**src/rstboot_map.vh**
```
// Purpose: constants for the reset, boot-mode and interrupt-pin block
// Assumes: 100 MHz clock, 8-bit register port
// Notes: offsets are word indices on the plain register port
//
// Operation
// - Stop/wait: interrupt pins wake without clock
// - Otherwise interrupt pins pass a synchroniser
// - Each interrupt pin: low level or falling edge
// - Reset pin low holds device in reset
// - Boot strap captured as reset releases
// - Internal reset released synchronously after delay
// - Device reset leaves debug module untouched
// - Power-on reset asserts independently of pin
// - Reset output follows internal reset state
// - Strap high boots external unless flash secure
// - Memory mode strap selects 20-bit address bus
// - Pull-up disable bits turn off pin pull-ups
// - Cleared port E enable bit removes pull-up
// - Timer D pins reset to timer, GPIO-capable
// - Secure flash forces internal boot, mode 00
// - External boot: memory interface follows strap
`ifndef RSTBOOT_MAP_VH
`define RSTBOOT_MAP_VH

// ----------------------------------------
// Register offsets
// ----------------------------------------
`define RB_ADDR_PUDIS 3'h0
`define RB_ADDR_PE_PU 3'h1
`define RB_ADDR_TD_CTL 3'h2
`define RB_ADDR_IRQ_CFG 3'h3
`define RB_ADDR_IRQ_STAT 3'h4
`define RB_ADDR_IRQ_MASK 3'h5
`define RB_ADDR_MODE 3'h6

// ----------------------------------------
// Fields and reset values
// ----------------------------------------
`define RB_PUDIS_IRQ 0
`define RB_PUDIS_RESET 1
`define RB_PUDIS_BOOT 2
`define RB_PUDIS_MEMMODE 3
`define RB_PUDIS_RST 4'h0
`define RB_PE_PU_RST 2'h3
`define RB_TD_CTL_RST 6'h00
`define RB_IRQ_CFG_RST 2'h0
`define RB_IRQ_MASK_RST 2'h0

// ----------------------------------------
// Timing
// ----------------------------------------
`define RB_RST_DLY_CYC 64

`endif

```
**src/rstboot_ctrl.v**
```verilog
// Purpose: reset sequencing, boot-mode capture, interrupt pin conditioning
// Assumes: i_rst_n is the power-on reset, synchronous to i_clk
// Notes: register writes take effect only after internal reset ends
// Notes: pin_filter at the end is the shared three-stage synchroniser
//
// Our own choices: the register offsets and the address-and-strobe port.
`timescale 1ns/100ps
`include "rstboot_map.vh"

module rstboot_ctrl #(
  parameter RST_DLY = `RB_RST_DLY_CYC
) (
  input wire i_clk, // System clock
  input wire i_rst_n, // Power-on reset, low active
  input wire i_ext_reset_n, // Reset pin, asynchronous
  input wire i_trst_n, // Test-port reset pin, asynchronous
  input wire i_boot_strap, // Boot strap pin
  input wire i_mem_mode_strap, // Memory mode strap pin
  input wire i_flash_secure, // Flash secured state
  input wire i_low_power, // Core in stop or wait
  input wire i_ext_irq_a_n, // Interrupt request pin A
  input wire i_ext_irq_b_n, // Interrupt request pin B
  input wire [1:0] i_td_pin, // Timer D pin levels
  input wire [1:0] i_tmr_out, // Timer D channel outputs
  input wire [1:0] i_tmr_oe, // Timer D channel enables
  input wire [2:0] i_addr, // Register index
  input wire [7:0] i_wdata, // Write data
  input wire i_wr, // Write strobe
  input wire i_rd, // Read strobe
  output reg [7:0] o_rdata, // Read data, cycle after strobe
  output wire o_sys_rst_n, // Internal reset to the device
  output wire o_reset_out_n, // Reset output pin
  output wire o_debug_rst_n, // Debug module reset
  output wire o_op_mode_ma, // Boot mode bit A
  output wire o_op_mode_mb, // Boot mode bit B
  output wire o_emi_addr20, // External 20-bit address bus in use
  output wire [3:0] o_pullup_en, // irq, reset, boot, mem-mode pull-ups
  output wire [1:0] o_port_e_pu, // Port E pin 10/11 pull-ups
  output wire [1:0] o_td_out, // Timer D pin output values
  output wire [1:0] o_td_oe, // Timer D pin output enables
  output wire [1:0] o_irq_req, // Conditioned service requests
  output wire o_wake, // Asynchronous wake request
  output wire o_irq // Interrupt, level
);

  // ----------------------------------------
  // Pin synchronisers
  // ----------------------------------------
  wire ext_filt_q;
  wire trst_filt_q;
  wire boot_filt_q;
  wire mem_filt_q;
  wire ext_irq_a_filt_q;
  wire ext_irq_b_filt_q;

  // Reset pins start from their asserted level
  pin_filter #(
    .RST_VAL(1'b0)
  ) ext_sync_i (
    .i_clk(i_clk),
    .i_rst_n(i_rst_n),
    .i_pin(i_ext_reset_n),
    .o_level(ext_filt_q)
  );

  pin_filter #(
    .RST_VAL(1'b0)
  ) trst_sync_i (
    .i_clk(i_clk),
    .i_rst_n(i_rst_n),
    .i_pin(i_trst_n),
    .o_level(trst_filt_q)
  );

  // Straps are only looked at when the reset pin lets go
  pin_filter #(
    .RST_VAL(1'b0)
  ) boot_sync_i (
    .i_clk(i_clk),
    .i_rst_n(i_rst_n),
    .i_pin(i_boot_strap),
    .o_level(boot_filt_q)
  );

  pin_filter #(
    .RST_VAL(1'b0)
  ) mem_sync_i (
    .i_clk(i_clk),
    .i_rst_n(i_rst_n),
    .i_pin(i_mem_mode_strap),
    .o_level(mem_filt_q)
  );

  // Interrupt pins idle high, so no false request after reset
  pin_filter #(
    .RST_VAL(1'b1)
  ) ext_irq_a_sync_i (
    .i_clk(i_clk),
    .i_rst_n(i_rst_n),
    .i_pin(i_ext_irq_a_n),
    .o_level(ext_irq_a_filt_q)
  );

  pin_filter #(
    .RST_VAL(1'b1)
  ) ext_irq_b_sync_i (
    .i_clk(i_clk),
    .i_rst_n(i_rst_n),
    .i_pin(i_ext_irq_b_n),
    .o_level(ext_irq_b_filt_q)
  );

  // ----------------------------------------
  // Reset sequencer
  // ----------------------------------------
  reg int_rst_q;
  reg [15:0] dly_cnt_q;
  reg mode_ma_q;
  reg mode_mb_q;
  reg emi20_q;
  wire cnt_done;
  wire capture_now;
  wire ext_boot;

  assign cnt_done = (dly_cnt_q == RST_DLY[15:0] - 16'h0001);
  // First cycle of the delay count, reached once per release
  assign capture_now = ext_filt_q & int_rst_q & (dly_cnt_q == 16'h0000);
  // Flash security overrides an external boot request
  assign ext_boot = boot_filt_q & ~i_flash_secure;

  always @(posedge i_clk) begin
    if (!i_rst_n) begin
      int_rst_q <= 1'b1;
      dly_cnt_q <= 16'h0000;
    end else if (!ext_filt_q) begin
      int_rst_q <= 1'b1;
      dly_cnt_q <= 16'h0000;
    end else if (int_rst_q) begin
      if (cnt_done)
        int_rst_q <= 1'b0;
      else
        dly_cnt_q <= dly_cnt_q + 16'h0001;
    end
  end

  // Strap taken in the first cycle after the filtered reset pin lets go
  always @(posedge i_clk) begin
    if (!i_rst_n) begin
      mode_ma_q <= 1'b0;
      mode_mb_q <= 1'b0;
      emi20_q <= 1'b0;
    end else if (capture_now) begin
      mode_mb_q <= ~i_flash_secure;
      mode_ma_q <= ext_boot;
      emi20_q <= ext_boot & mem_filt_q;
    end
  end

  wire sys_rst;
  assign sys_rst = ~i_rst_n | int_rst_q;
  assign o_sys_rst_n = ~sys_rst;
  assign o_reset_out_n = ~sys_rst;
  // Debug reset only from the test-port pin or power-on
  assign o_debug_rst_n = i_rst_n & trst_filt_q;
  assign o_op_mode_ma = mode_ma_q;
  assign o_op_mode_mb = mode_mb_q;
  assign o_emi_addr20 = emi20_q;

  // ----------------------------------------
  // Registers
  // ----------------------------------------
  reg [3:0] pudis_q;
  reg [1:0] pe_pu_q;
  reg [5:0] td_ctl_q;
  reg [1:0] irq_cfg_q;
  reg [1:0] irq_stat_q;
  reg [1:0] irq_mask_q;
  reg [1:0] irq_prev_q;
  reg [1:0] irq_set;
  reg [1:0] irq_stat_d;
  wire [1:0] irq_lvl;

  always @(posedge i_clk) begin
    if (sys_rst) begin
      pudis_q <= `RB_PUDIS_RST;
      pe_pu_q <= `RB_PE_PU_RST;
      td_ctl_q <= `RB_TD_CTL_RST;
      irq_cfg_q <= `RB_IRQ_CFG_RST;
      irq_mask_q <= `RB_IRQ_MASK_RST;
    end else if (i_wr) begin
      case (i_addr)
        `RB_ADDR_PUDIS: pudis_q <= i_wdata[3:0];
        `RB_ADDR_PE_PU: pe_pu_q <= i_wdata[1:0];
        `RB_ADDR_TD_CTL: td_ctl_q <= i_wdata[5:0];
        `RB_ADDR_IRQ_CFG: irq_cfg_q <= i_wdata[1:0];
        `RB_ADDR_IRQ_MASK: irq_mask_q <= i_wdata[1:0];
        default: pudis_q <= pudis_q;
      endcase
    end
  end

  // ----------------------------------------
  // Interrupt conditioning
  // ----------------------------------------
  // Active low pins; cfg bit 1 picks falling edge, 0 picks low level
  assign irq_lvl = {~ext_irq_b_filt_q, ~ext_irq_a_filt_q};

  always @* begin
    irq_set = irq_cfg_q & irq_lvl & ~irq_prev_q;
    irq_set = irq_set | (~irq_cfg_q & irq_lvl);
    irq_stat_d = irq_stat_q;
    if (i_wr && i_addr == `RB_ADDR_IRQ_STAT)
      irq_stat_d = irq_stat_d & ~i_wdata[1:0];
    // A new event wins over a clear in the same cycle
    irq_stat_d = irq_stat_d | irq_set;
  end

  always @(posedge i_clk) begin
    if (sys_rst) begin
      irq_stat_q <= 2'h0;
      irq_prev_q <= 2'h0;
    end else begin
      irq_stat_q <= irq_stat_d;
      irq_prev_q <= irq_lvl;
    end
  end

  assign o_irq_req = irq_stat_q;
  assign o_irq = |(irq_stat_q & irq_mask_q);
  // Raw pins: no clock edge needed to wake the core
  assign o_wake = i_low_power & ~(i_ext_irq_a_n & i_ext_irq_b_n);

  // ----------------------------------------
  // Pin control
  // ----------------------------------------
  assign o_pullup_en[`RB_PUDIS_IRQ] = ~pudis_q[`RB_PUDIS_IRQ];
  assign o_pullup_en[`RB_PUDIS_RESET] = ~pudis_q[`RB_PUDIS_RESET];
  assign o_pullup_en[`RB_PUDIS_BOOT] = ~pudis_q[`RB_PUDIS_BOOT];
  assign o_pullup_en[`RB_PUDIS_MEMMODE] = ~pudis_q[`RB_PUDIS_MEMMODE];
  assign o_port_e_pu = pe_pu_q;
  // td_ctl: [1:0] GPIO select, [3:2] direction, [5:4] output data
  wire [1:0] td_gpio;
  wire [1:0] td_dir;
  wire [1:0] td_dat;

  assign td_gpio = td_ctl_q[1:0];
  assign td_dir = td_ctl_q[3:2];
  assign td_dat = td_ctl_q[5:4];
  assign o_td_oe = (td_gpio & td_dir) | (~td_gpio & i_tmr_oe);
  assign o_td_out = (td_gpio & td_dat) | (~td_gpio & i_tmr_out);

  // ----------------------------------------
  // Read port
  // ----------------------------------------
  always @(posedge i_clk) begin
    if (sys_rst) begin
      o_rdata <= 8'h00;
    end else if (i_rd) begin
      case (i_addr)
        `RB_ADDR_PUDIS: o_rdata <= {4'h0, pudis_q};
        `RB_ADDR_PE_PU: o_rdata <= {6'h00, pe_pu_q};
        `RB_ADDR_TD_CTL: o_rdata <= {2'h0, td_ctl_q};
        `RB_ADDR_IRQ_CFG: o_rdata <= {6'h00, irq_cfg_q};
        `RB_ADDR_IRQ_STAT: o_rdata <= {6'h00, irq_stat_q};
        `RB_ADDR_IRQ_MASK: o_rdata <= {6'h00, irq_mask_q};
        `RB_ADDR_MODE: o_rdata <= {i_td_pin, ext_irq_b_filt_q, ext_irq_a_filt_q,
                                   1'b0, emi20_q, mode_mb_q, mode_ma_q};
        default: o_rdata <= 8'h00;
      endcase
    end else begin
      o_rdata <= 8'h00;
    end
  end

endmodule

// ----------------------------------------
// Three-stage pin filter
// ----------------------------------------
// Level moves only when stages two and three agree, so a
// metastable first stage never reaches the filtered output
module pin_filter #(
  parameter [0:0] RST_VAL = 1'b0
) (
  input wire i_clk, // System clock
  input wire i_rst_n, // Power-on reset, low active
  input wire i_pin, // Asynchronous pin level
  output reg o_level // Filtered level
);

  reg [2:0] stage_q;

  always @(posedge i_clk) begin
    if (!i_rst_n) begin
      stage_q <= {3{RST_VAL}};
    end else begin
      stage_q <= {stage_q[1:0], i_pin};
    end
  end

  always @(posedge i_clk) begin
    if (!i_rst_n) begin
      o_level <= RST_VAL;
    end else if (stage_q[1] == stage_q[2]) begin
      o_level <= stage_q[2];
    end
  end

endmodule

```
**config.mk**
```make
export PLATFORM = sky130hd
export DESIGN_NAME = rstboot_ctrl
export DESIGN_NICKNAME = d
export VERILOG_FILES = /design/src/rstboot_ctrl.v
export VERILOG_INCLUDE_DIRS = /design/src
export SDC_FILE = /design/constraint.sdc
export NUM_CORES = 1
export LEC_CHECK = 0
export ABC_AREA = 1
export BUFFER_PORTS_ARGS = -buffer_cell sky130_fd_sc_hd__buf_2
export CAP_MARGIN = 30
export CORE_MARGIN = 8
export CORE_UTILIZATION = 35
export CTS_BUF_LIST = sky130_fd_sc_hd__clkbuf_8
export DETAILED_ROUTE_END_ITERATION = 8
export MAX_ROUTING_LAYER = met4
export PLACE_DENSITY = 0.6
export SLEW_MARGIN = 20
export SYNTH_ARGS = -nofsm -noshare
export SYNTH_HDL_FRONTEND = slang
export SYNTH_HIERARCHICAL = 1
export SYNTH_SLANG_ARGS = --single-unit
```
**constraint.sdc**
```tcl
create_clock -name i_clk -period 2.3 [get_ports i_clk]
set_clock_uncertainty 0.15 [all_clocks]
set_input_delay 0.115 -clock i_clk [delete_from_list [all_inputs] [get_ports i_clk]]
set_output_delay 0.115 -clock i_clk [all_outputs]
set_load 0.01 [all_outputs]
```
# Word level (Yosys, flattened, before mapping)
# Index checks and enable logic that the tools add are counted.
dict set report op_classes {
  bitwise 37
  addsub 1
  eq_ne 13
  n_reduce_logical 12
  mux 4
}
# operator count
set ops {}
lappend ops {{8-bit one-hot mux with 7 select lines} 1}
lappend ops {{2-bit bitwise AND} 9}
lappend ops {{16-bit by 1-bit adder with 16-bit output (second input constant)} 1}
lappend ops {{16-bit by 6-bit == test with 1-bit output (second input constant)} 1}
lappend ops {{16-bit logical NOT} 1}
lappend ops {{2-bit AND reduction} 7}
lappend ops {{1-bit NOT} 12}
lappend ops {{3-bit == test (second input constant)} 3}
lappend ops {{2-bit NOT} 4}
lappend ops {{2-bit OR} 4}
lappend ops {{1-bit bitwise AND} 7}
lappend ops {{1-bit == test} 6}
lappend ops {{3-bit by 2-bit == test with 1-bit output (second input constant)} 2}
lappend ops {{2-bit OR reduction} 2}
lappend ops {{3-bit by 1-bit == test with 1-bit output (second input constant)} 1}
lappend ops {{3-bit logical NOT} 1}
lappend ops {{1-bit 2-to-1 mux} 2}
lappend ops {{2-bit 2-to-1 mux} 1}
lappend ops {{1-bit logical AND} 1}
lappend ops {{1-bit OR} 1}
dict set report totals {
  in_bits 29
  register_bits 72
  output_inout_bits 28
}

# Logic depth before layout (Yosys ltp)
# Gate-level depths: netlist of the first run.
dict set report depth {
  ltp_word 5
  depth_mapped 9
  mapped_depth_nobuf 9
}

# By module
# Netlist of the first run, hierarchy kept.
# module instances cells_per_inst area_each_um2
set by_module_without_submodules {}
lappend by_module_without_submodules {rstboot_ctrl 1 359 2391.0}
lappend by_module_without_submodules {{pin_filter at boot_sync_i ...} 4 13 116.4}
lappend by_module_without_submodules {{pin_filter at ext_irq_a_sync_i ...} 2 17 133.9}

# Worst setup path after synthesis of the first run
# No wires, ideal clock.
dict set report synth_timing {
  kind {reg2reg}
  startpoint {register dly_cnt_q[0]}
  endpoint {register dly_cnt_q[15]}
  setup_time_ns 0.112
  stages_incl_launch_ff 9
  t_required_ns 2.038
  path_slack_ns 0.868
  period_less_slack_ns 1.432
  n_path_buf 0
  arrival_time_ns 1.169
  path_cell_list {dfxtp_1 -> ha_1 -> nand3_2 -> nor2_1 -> nand2_1 -> nand3_1 -> inv_1 -> nand2_1 -> nand2_1}
}
dict set report synth_between {
  elab_chain_cells 3
  word_cells_on_any_way 4
  cone_classes {1 x add/sub; 1 x eq/ne; 1 x bitwise; 1 x reduce/logical}
}
# element line
set synth_lines {}
lappend synth_lines {{from (decl)} rstboot_ctrl.v:117} ;# reg [15:0] dly_cnt_q;
lappend synth_lines {{from (signal assigned)} rstboot_ctrl.v:142} ;# dly_cnt_q <= dly_cnt_q + 16'h0001;
lappend synth_lines {{branches (longest 3 deep; another with 16-bit by 1-bit adder with 16-bit output)} --}
# Several ways; the timed one is not identified.
# A chain may end at the register's enable or synchronous reset.

# Worst setup path in the final report of the first run
dict set report layout_timing {
  startpoint {input port i_rst_n}
  endpoint {output port o_reset_out_n}
}
dict set report layout_between {
  elab_chain_cells 3
}
# element line
set layout_lines {}
lappend layout_lines {{from (decl)} rstboot_ctrl.v:14} ;# input wire i_rst_n,
lappend layout_lines {{1-bit NOT} rstboot_ctrl.v:160} ;# assign sys_rst = ~i_rst_n | int_rst_q;
lappend layout_lines {{1-bit OR} rstboot_ctrl.v:160}
lappend layout_lines {{1-bit NOT} rstboot_ctrl.v:162} ;# assign o_reset_out_n = ~sys_rst;
lappend layout_lines {{to (decl)} rstboot_ctrl.v:32} ;# output wire o_reset_out_n,
# No other way between the ends.

==> results of run 1 <==
## area by class of cell
type,instances,area [sq um],share of cell area
timing repair buffer,76,485,0.124
tap,108,135,0.0346
multi-input combinational,300,1400,0.358
sequential,72,1440,0.370
clock inverter,5,38.8,0.00995
clock buffer,11,151,0.0388
inverter,67,251,0.0645
## how the worst max path moves through the flow
stage	start	to	depth (start not counted)
floorplan	dly_cnt_q[0]	dly_cnt_q[15]	8
global placement	i_rst_n	dly_cnt_q[14]	7
detailed placement	i_rst_n	dly_cnt_q[1]	7
CTS	i_rst_n	o_sys_rst_n	6
global route	i_rst_n	o_sys_rst_n	6
finish	i_rst_n	o_reset_out_n	6
## kinds of logic after synthesis
logic type / count (synthesis)
AOI/OAI and AO/OA: 61
xor gates and xnor gates: 3
adders and majority gates: 2
buffers and inverters: 73
DFF: 72
muxes: 2
and+or+nand+nor: 232
## sequential cells by signal, summed over array words and instances (netlist names), 2 cells and up
signal and flops:
ext_irq_a_sync_i/stage_q 3, mem_sync_i/stage_q 3, pudis_q 4, ext_sync_i/stage_q 3, irq_cfg_q 2, o_rdata 8
td_ctl_q 6, irq_mask_q 2, trst_sync_i/stage_q 3, ext_irq_b_sync_i/stage_q 3, o_port_e_pu 2, dly_cnt_q 16
o_irq_req 2, boot_sync_i/stage_q 3, irq_prev_q 2
## worst max-delay path, cell delays in order
cell and delay [ns]:
dlygate4sd3_1 0.52, buf_2 0.26, inv_1 0.12, nor2_2 0.25, buf_4 0.23, buf_2 0.15
## repair_timing
action,4_1_cts,5_1_grt
setup endpoints to repair,0,0
hold endpoints to repair,32,0
buffers inserted,0,0
hold buffers,20,0
## power groups by stage
| stage | clock network, mW | registers [mW] | logic [mW] |
|---|---|---|---|
| floorplan | 0 | 1.29 | 0.0419 |
| global placement | 0 | 1.29 | 0.0901 |
| detailed placement | 0 | 1.29 | 0.0912 |
| CTS | 0.988 | 1.26 | 0.116 |
| global route | 1.04 | 1.27 | 0.131 |
| finish | 0.957 | 1.26 | 0.116 |
## layer usage
layer,track usage,share of wire
met3,0.0325,0.063
met5,-,0
met1,0.156,0.49
met4,0.0649,0.011
met2,0.187,0.44
## cells in the final DEF, fill, tap and decap left out, types with 3 or more instances in the layout
cell type / Yosys / routed
o21ai_1: 6 / 6
nand4_1: 7 / 7
nand2_1: 106 / 106
nor3_1: 3 / 3
dlygate4sd3_1: 0 / 20
o21ai_0: 17 / 17
nor2_1: 73 / 73
inv_2: 4 / 4
inv_1: 63 / 63
clkbuf_8: 0 / 11
dfxtp_1: 72 / 72
nor2_2: 5 / 5
o211ai_1: 3 / 3
buf_2: 4 / 54
a21oi_1: 29 / 29
nand3_1: 27 / 27
==> out/qor.csv, run 1 <==
stage,metric,value,unit
synthesis,syn_inst,445,
power,swShare,0.242,
die,initial_core_util,0.360,
timing,maxSlewHeadroom,0.650,
setup_path,worst-r2r-cell-count,6,
run_status,status,completed,
synthesis,ys_warn_count,6,
power,power_frac_clock,0.410,
placed_design,dp_hpwl,5430,um
global_routing,grt_max_degree,16,
setup_path,crit_type,input pin to primary output,
placed_design,post-place-ws,0.687,ns
final_layout,fin_util,0.449,
timing,finalSetupTns,0,ns
timing,finalCritPeriodShare,0.835,
global_routing,grt_pass1_vias,2755,
timing,rsz0062_at_grt,false,
min_path,hold_path.class,input pin to register,
synthesis,ys_seq_area_frac,0.461,
synthesis,synth_ff_type,dfxtp_1,
die,die_w,110,um
die,fp.dieArea,12200,sq um
timing,post-route-min-period,1.92,ns
timing,fmax,0.520,GHz
placed_design,gp_congestion,0.879,
setup_path,path_max_fanout,14,
timing,slew_viol_final,0,
placed_design,dpl.cell_count,603,
power,power_frac_comb,0.050,
timing,tightestPinTransition,0.524,ns
die,io_pins,57,
final_layout,layout-drive-gt1-share,0.173,
final_layout,nNetsFinal,557,
clocking,cts_sinks,72,
job,drv_cap,0,
synthesis,synth_area,3120,sq um
final_layout,diodes,0,
setup_path,endpoint_kind,primary output,
die,fp-row-count,34,
clocking,clk_path_buf_depth,2,
min_path,hold_end,irq_cfg_q[0],
placed_design,dpl_cell_area,3510,sq um
global_routing,grt_overflow_total,0,
detailed_routing,routedWlPerCell,11.6,um
synthesis,synthTopCellsByArea,"dfxtp_1 (46%), nand2_1 (13%), nor2_1 (8.8%)",
synthesis,yosysMostFrequentCell,nand2_1,
timing,finalHoldViolCount,0,
synthesis,ys_ff_latch,72,
setup_path,worst_setup_path_start_kind,input pin,
detailed_routing,drc,0,
timing,finalSetupViolations,0,
min_path,hold_start,i_addr[2],
power,ir_drop,0.245,mV
detailed_routing,wirelength,7420,um
synthesis,synth_edf_count,0,
detailed_routing,routed_via_density,4.61,
synthesis,synth_top_area_share,0.461,
setup_path,required,2.04,ns
synthesis,syn-num-nets,476,
clocking,tritoncts,built,
final_layout,fillers,902,
timing,setup_ws,0.379,ns
clocking,cts-buffers-inserted,9,
synthesis,synthTopCellsByCount,"nand2_1 (106), nor2_1 (73), dfxtp_1 (72), inv_1 (63), a21oi_1 (29)",
power,power.switching,566,uW
clocking,clk_latency,0.34,ns
synthesis,synthXorXnorAreaFrac,0.00841,
power,seq_power_share,0.541,
timing,hold-worst-slack,0.0458,ns
power,internal_power,1.77,mW
placed_design,port_buffers,54,
final_layout,layout.cells.non_filler,639,
synthesis,async_reset_ff_frac,0,
detailed_routing,drtIter0Drc,122,
synthesis,synth_top_family_by_area,simple AND/OR/NAND/NOR gates,
synthesis,synth_top_cell_by_area,dfxtp_1,
clocking,clk_pin_slew,0.08,ns
detailed_routing,firstDrtPassIters,4,
clocking,ctsResizeCount,0,
die,core_area,8680,sq um
global_routing,grt_pass1_wl,12800,um
synthesis,synthAdderAreaFrac,0.00801,
min_path,holdPathStages,4,
setup_path,cp_data_arrival_time,1.66,ns
synthesis,synth_compound_area_frac,0.105,
clocking,htreeDepth,3,
die,die_h,110,um
setup_path,rr_startpoint,dly_cnt_q[0],
detailed_routing,vias,2948,
detailed_routing,ant_nets,0,
synthesis,yosys-mux-area-fraction,0.00721,
setup_path,timing.rr.end,dly_cnt_q[4],
power,powerDensity,599,nW/um^2
clocking,cts_root_buf,clkbuf_8,
power,p_total,2.34,mW
synthesis,synth_cell_types,31,
synthesis,syn_avg_cell_area,7.02,sq um
global_routing,antenna_found_initial,0,
setup_path,rrSetupSlack,0.67,ns
final_layout,area_growth,24.8,%
power,leakage,1.79,nW
global_routing,grt.total_usage,0.126,
final_layout,stdcell_area,3900,sq um
synthesis,synthSimpleGateAreaFrac,0.318,
(Power assumes the default switching activity.)
==> inputs of run 2 (changes only) <==
clock period = 1.93 ns   (was 2.3 ns; I/O delays follow)
==> run 2 against run 1 <==
  * Critical path depth is the same
  * Utilization fell by 0.058 points
  * Sequential cell count did not move
  * Non-clock buffer count up 2
==> out/qor.csv, run 2 (same netlist as run 1, synthesis figures left out) <==
stage,metric,value,unit,change
placed_design,dp_hpwl,5420,um,-0.16%
global_routing,grt_pass1_vias,2726,,-1.1%
timing,finalHoldViolCount,0,,unchanged
detailed_routing,vias,2957,,+0.31%
timing,fmax,0.583,GHz,
timing,maxSlewHeadroom,0.719,,+0.0690
setup_path,worst_setup_path_start_kind,input pin,,
power,power.switching,663,uW,+17%
timing,slew_viol_final,0,,unchanged
die,core_area,8680,sq um,unchanged
setup_path,crit_family,buffers and inverters,,
placed_design,dpl_cell_area,3530,sq um,+0.64%
clocking,cts_sinks,72,,unchanged
power,power_frac_clock,0.390,,-0.020
detailed_routing,drtIter0Drc,149,,+22%
setup_path,cp-startpoint,i_rst_n,,
power,powerDensity,692,nW/um^2,+15%
power,power_frac_comb,0.051,,about the same
placed_design,post-place-ws,0.300,ns,-0.387 ns
final_layout,largest_reg_flops,16,,unchanged
die,io_pins,57,,unchanged
power,seq_power_share,0.559,,+0.018
detailed_routing,routed_via_density,4.61,,about the same
global_routing,grt.total_usage,0.123,,-0.00339
setup_path,path_common_cell,buf_2,,
detailed_routing,firstDrtPassIters,4,,unchanged
power,ir_drop,0.334,mV,+36%
final_layout,area_growth,24.7,%,
clocking,htreeDepth,3,,unchanged
clocking,tritoncts,built,,
setup_path,required,1.68,ns,-0.36 ns
power,swShare,0.246,,+0.00356
min_path,hold_path.class,input pin to register,,
die,die_h,110,um,unchanged
job,drv_cap,0,,unchanged
global_routing,antenna_found_initial,0,,unchanged
timing,setup_ws,0.215,ns,-0.164 ns
timing,rsz0062_at_grt,false,,
setup_path,cp_slowest_cell,dlygate4sd3_1,,
clocking,clk_latency,0.34,ns,about the same
setup_path,crit_type,input pin to primary output,,
setup_path,max_stage_delay,0.52,ns,about the same
final_layout,nNetsFinal,559,,+0.36%
final_layout,final_cell_mix,"nand2_1 (106), nor2_1 (73), dfxtp_1 (72), inv_1 (64), buf_2 (54)",,
die,initial_core_util,0.360,,unchanged
final_layout,largest-register,dly_cnt_q,,
timing,tightestPinTransition,0.421,ns,-0.103 ns
die,die_w,110,um,unchanged
timing,finalCritPeriodShare,0.889,,
final_layout,diodes,0,,unchanged
power,internal_power,2.03,mW,+15%
die,fp.dieArea,12200,sq um,unchanged
global_routing,grt_overflow_total,0,,unchanged
placed_design,port_buffers,54,,unchanged
setup_path,path_max_fanout,14,,unchanged
final_layout,layout-drive-gt1-share,0.176,,+0.00310
setup_path,crit_chain,"dlygate4sd3_1, buf_2, inv_1, nor2_2, buf_4, buf_2",,
setup_path,endpoint_kind,primary output,,
timing,finalSetupViolations,0,,unchanged
final_layout,layout_commonest_cell,nand2_1,,
clocking,cts_root_buf,clkbuf_8,,
detailed_routing,routedWlPerCell,11.4,um,-1.8%
detailed_routing,ant_nets,0,,unchanged
detailed_routing,drc,0,,unchanged
global_routing,grt_pass1_wl,12700,um,-1.1%
min_path,hold_start,i_addr[2],,
detailed_routing,wirelength,7310,um,-1.5%
setup_path,cp_data_arrival_time,1.47,ns,-0.19 ns
global_routing,grt_max_degree,16,,unchanged
timing,post-route-min-period,1.72,ns,
clocking,clk_path_buf_depth,2,,unchanged
power,leakage,1.79,nW,+0.18%
placed_design,gp_congestion,0.876,,-0.32%
timing,finalSetupTns,0,ns,unchanged
setup_path,rr_startpoint,dly_cnt_q[0],,
clocking,cts-buffers-inserted,9,,unchanged
final_layout,stdcell_area,3890,sq um,-0.13%
clocking,clk_pin_slew,0.08,ns,about the same
final_layout,top_regs,"dly_cnt_q x16, o_rdata x8, td_ctl_q x6",,
final_layout,fillers,899,,-0.33%
setup_path,critPathBufInv,5,,unchanged
run_status,status,completed,,
die,fp-row-count,34,,unchanged
run 2: final timing paths:
check                                end  slack [ns]  depth (start not counted)
max                          o_sys_rst_n        0.21                          6
min                         irq_cfg_q[1]        0.03                          4
max reg2reg                 dly_cnt_q[1]        0.30                          8
min reg2reg  ext_irq_a_sync_i/stage_q[1]        0.25                          2
run 2: layer usage:
layer / up-vias / track usage / wire length [um]
li1: 1564 / - / -
met4: 0 / 0.0514 / 127
met1: 1287 / 0.155 / 3560
met3: 12 / 0.0373 / 528
met5: - / - / 0
met2: 94 / 0.178 / 3090
run 2: final cells by class:
class                   count  area, sq um  share of cell area
inverters                  67          251              0.0646
well taps                 108          135              0.0347
clock buffers               9          124              0.0318
flip-flops and latches     72         1440               0.370
clock inverters             7         48.8              0.0125
repair buffers             78          498               0.128
multi-input cells         300         1400               0.358
run 2: repair_timing:
| item | CTS | global route |
|---|---|---|
| gates resized for setup | 0 | 0 |
| buffers inserted | 0 | 0 |
| hold endpoints to repair | 37 | 0 |
| hold buffers | 19 | 0 |
run 2: power groups by stage:
stage	logic, mW	registers, mW	clock network (mW)
after global placement	0.107	1.54	0
final	0.138	1.51	1.05
after detailed placement	0.108	1.54	0
after floorplan	0.0500	1.54	0
after global routing	0.155	1.51	1.16
after CTS	0.138	1.51	1.09
run 2: per-stage QoR:
| step | hold WS (ns) | instances | total power, mW | utilization |
|---|---|---|---|---|
| global route | 0.0530 | 641 | 2.82 | 0.449 |
| floorplan | 0.0152 | 445 | 1.59 | - |
| global placement | 0.132 | 606 | 1.65 | 0.407 |
| CTS | 0.0123 | 641 | 2.74 | 0.449 |
| finish | 0.0286 | 641 | 2.69 | 0.449 |
| detailed placement | 0.132 | 606 | 1.65 | 0.407 |
run 2: worst reg2reg max path, cell delays in order (launching register included):
cell     delay (ns)
dfxtp_1        0.39
ha_1           0.24
nand3_2        0.15
nor2_1         0.13
nand2_1        0.13
nand3_1        0.15
inv_1          0.09
nand2_1        0.06
nand2_1        0.05
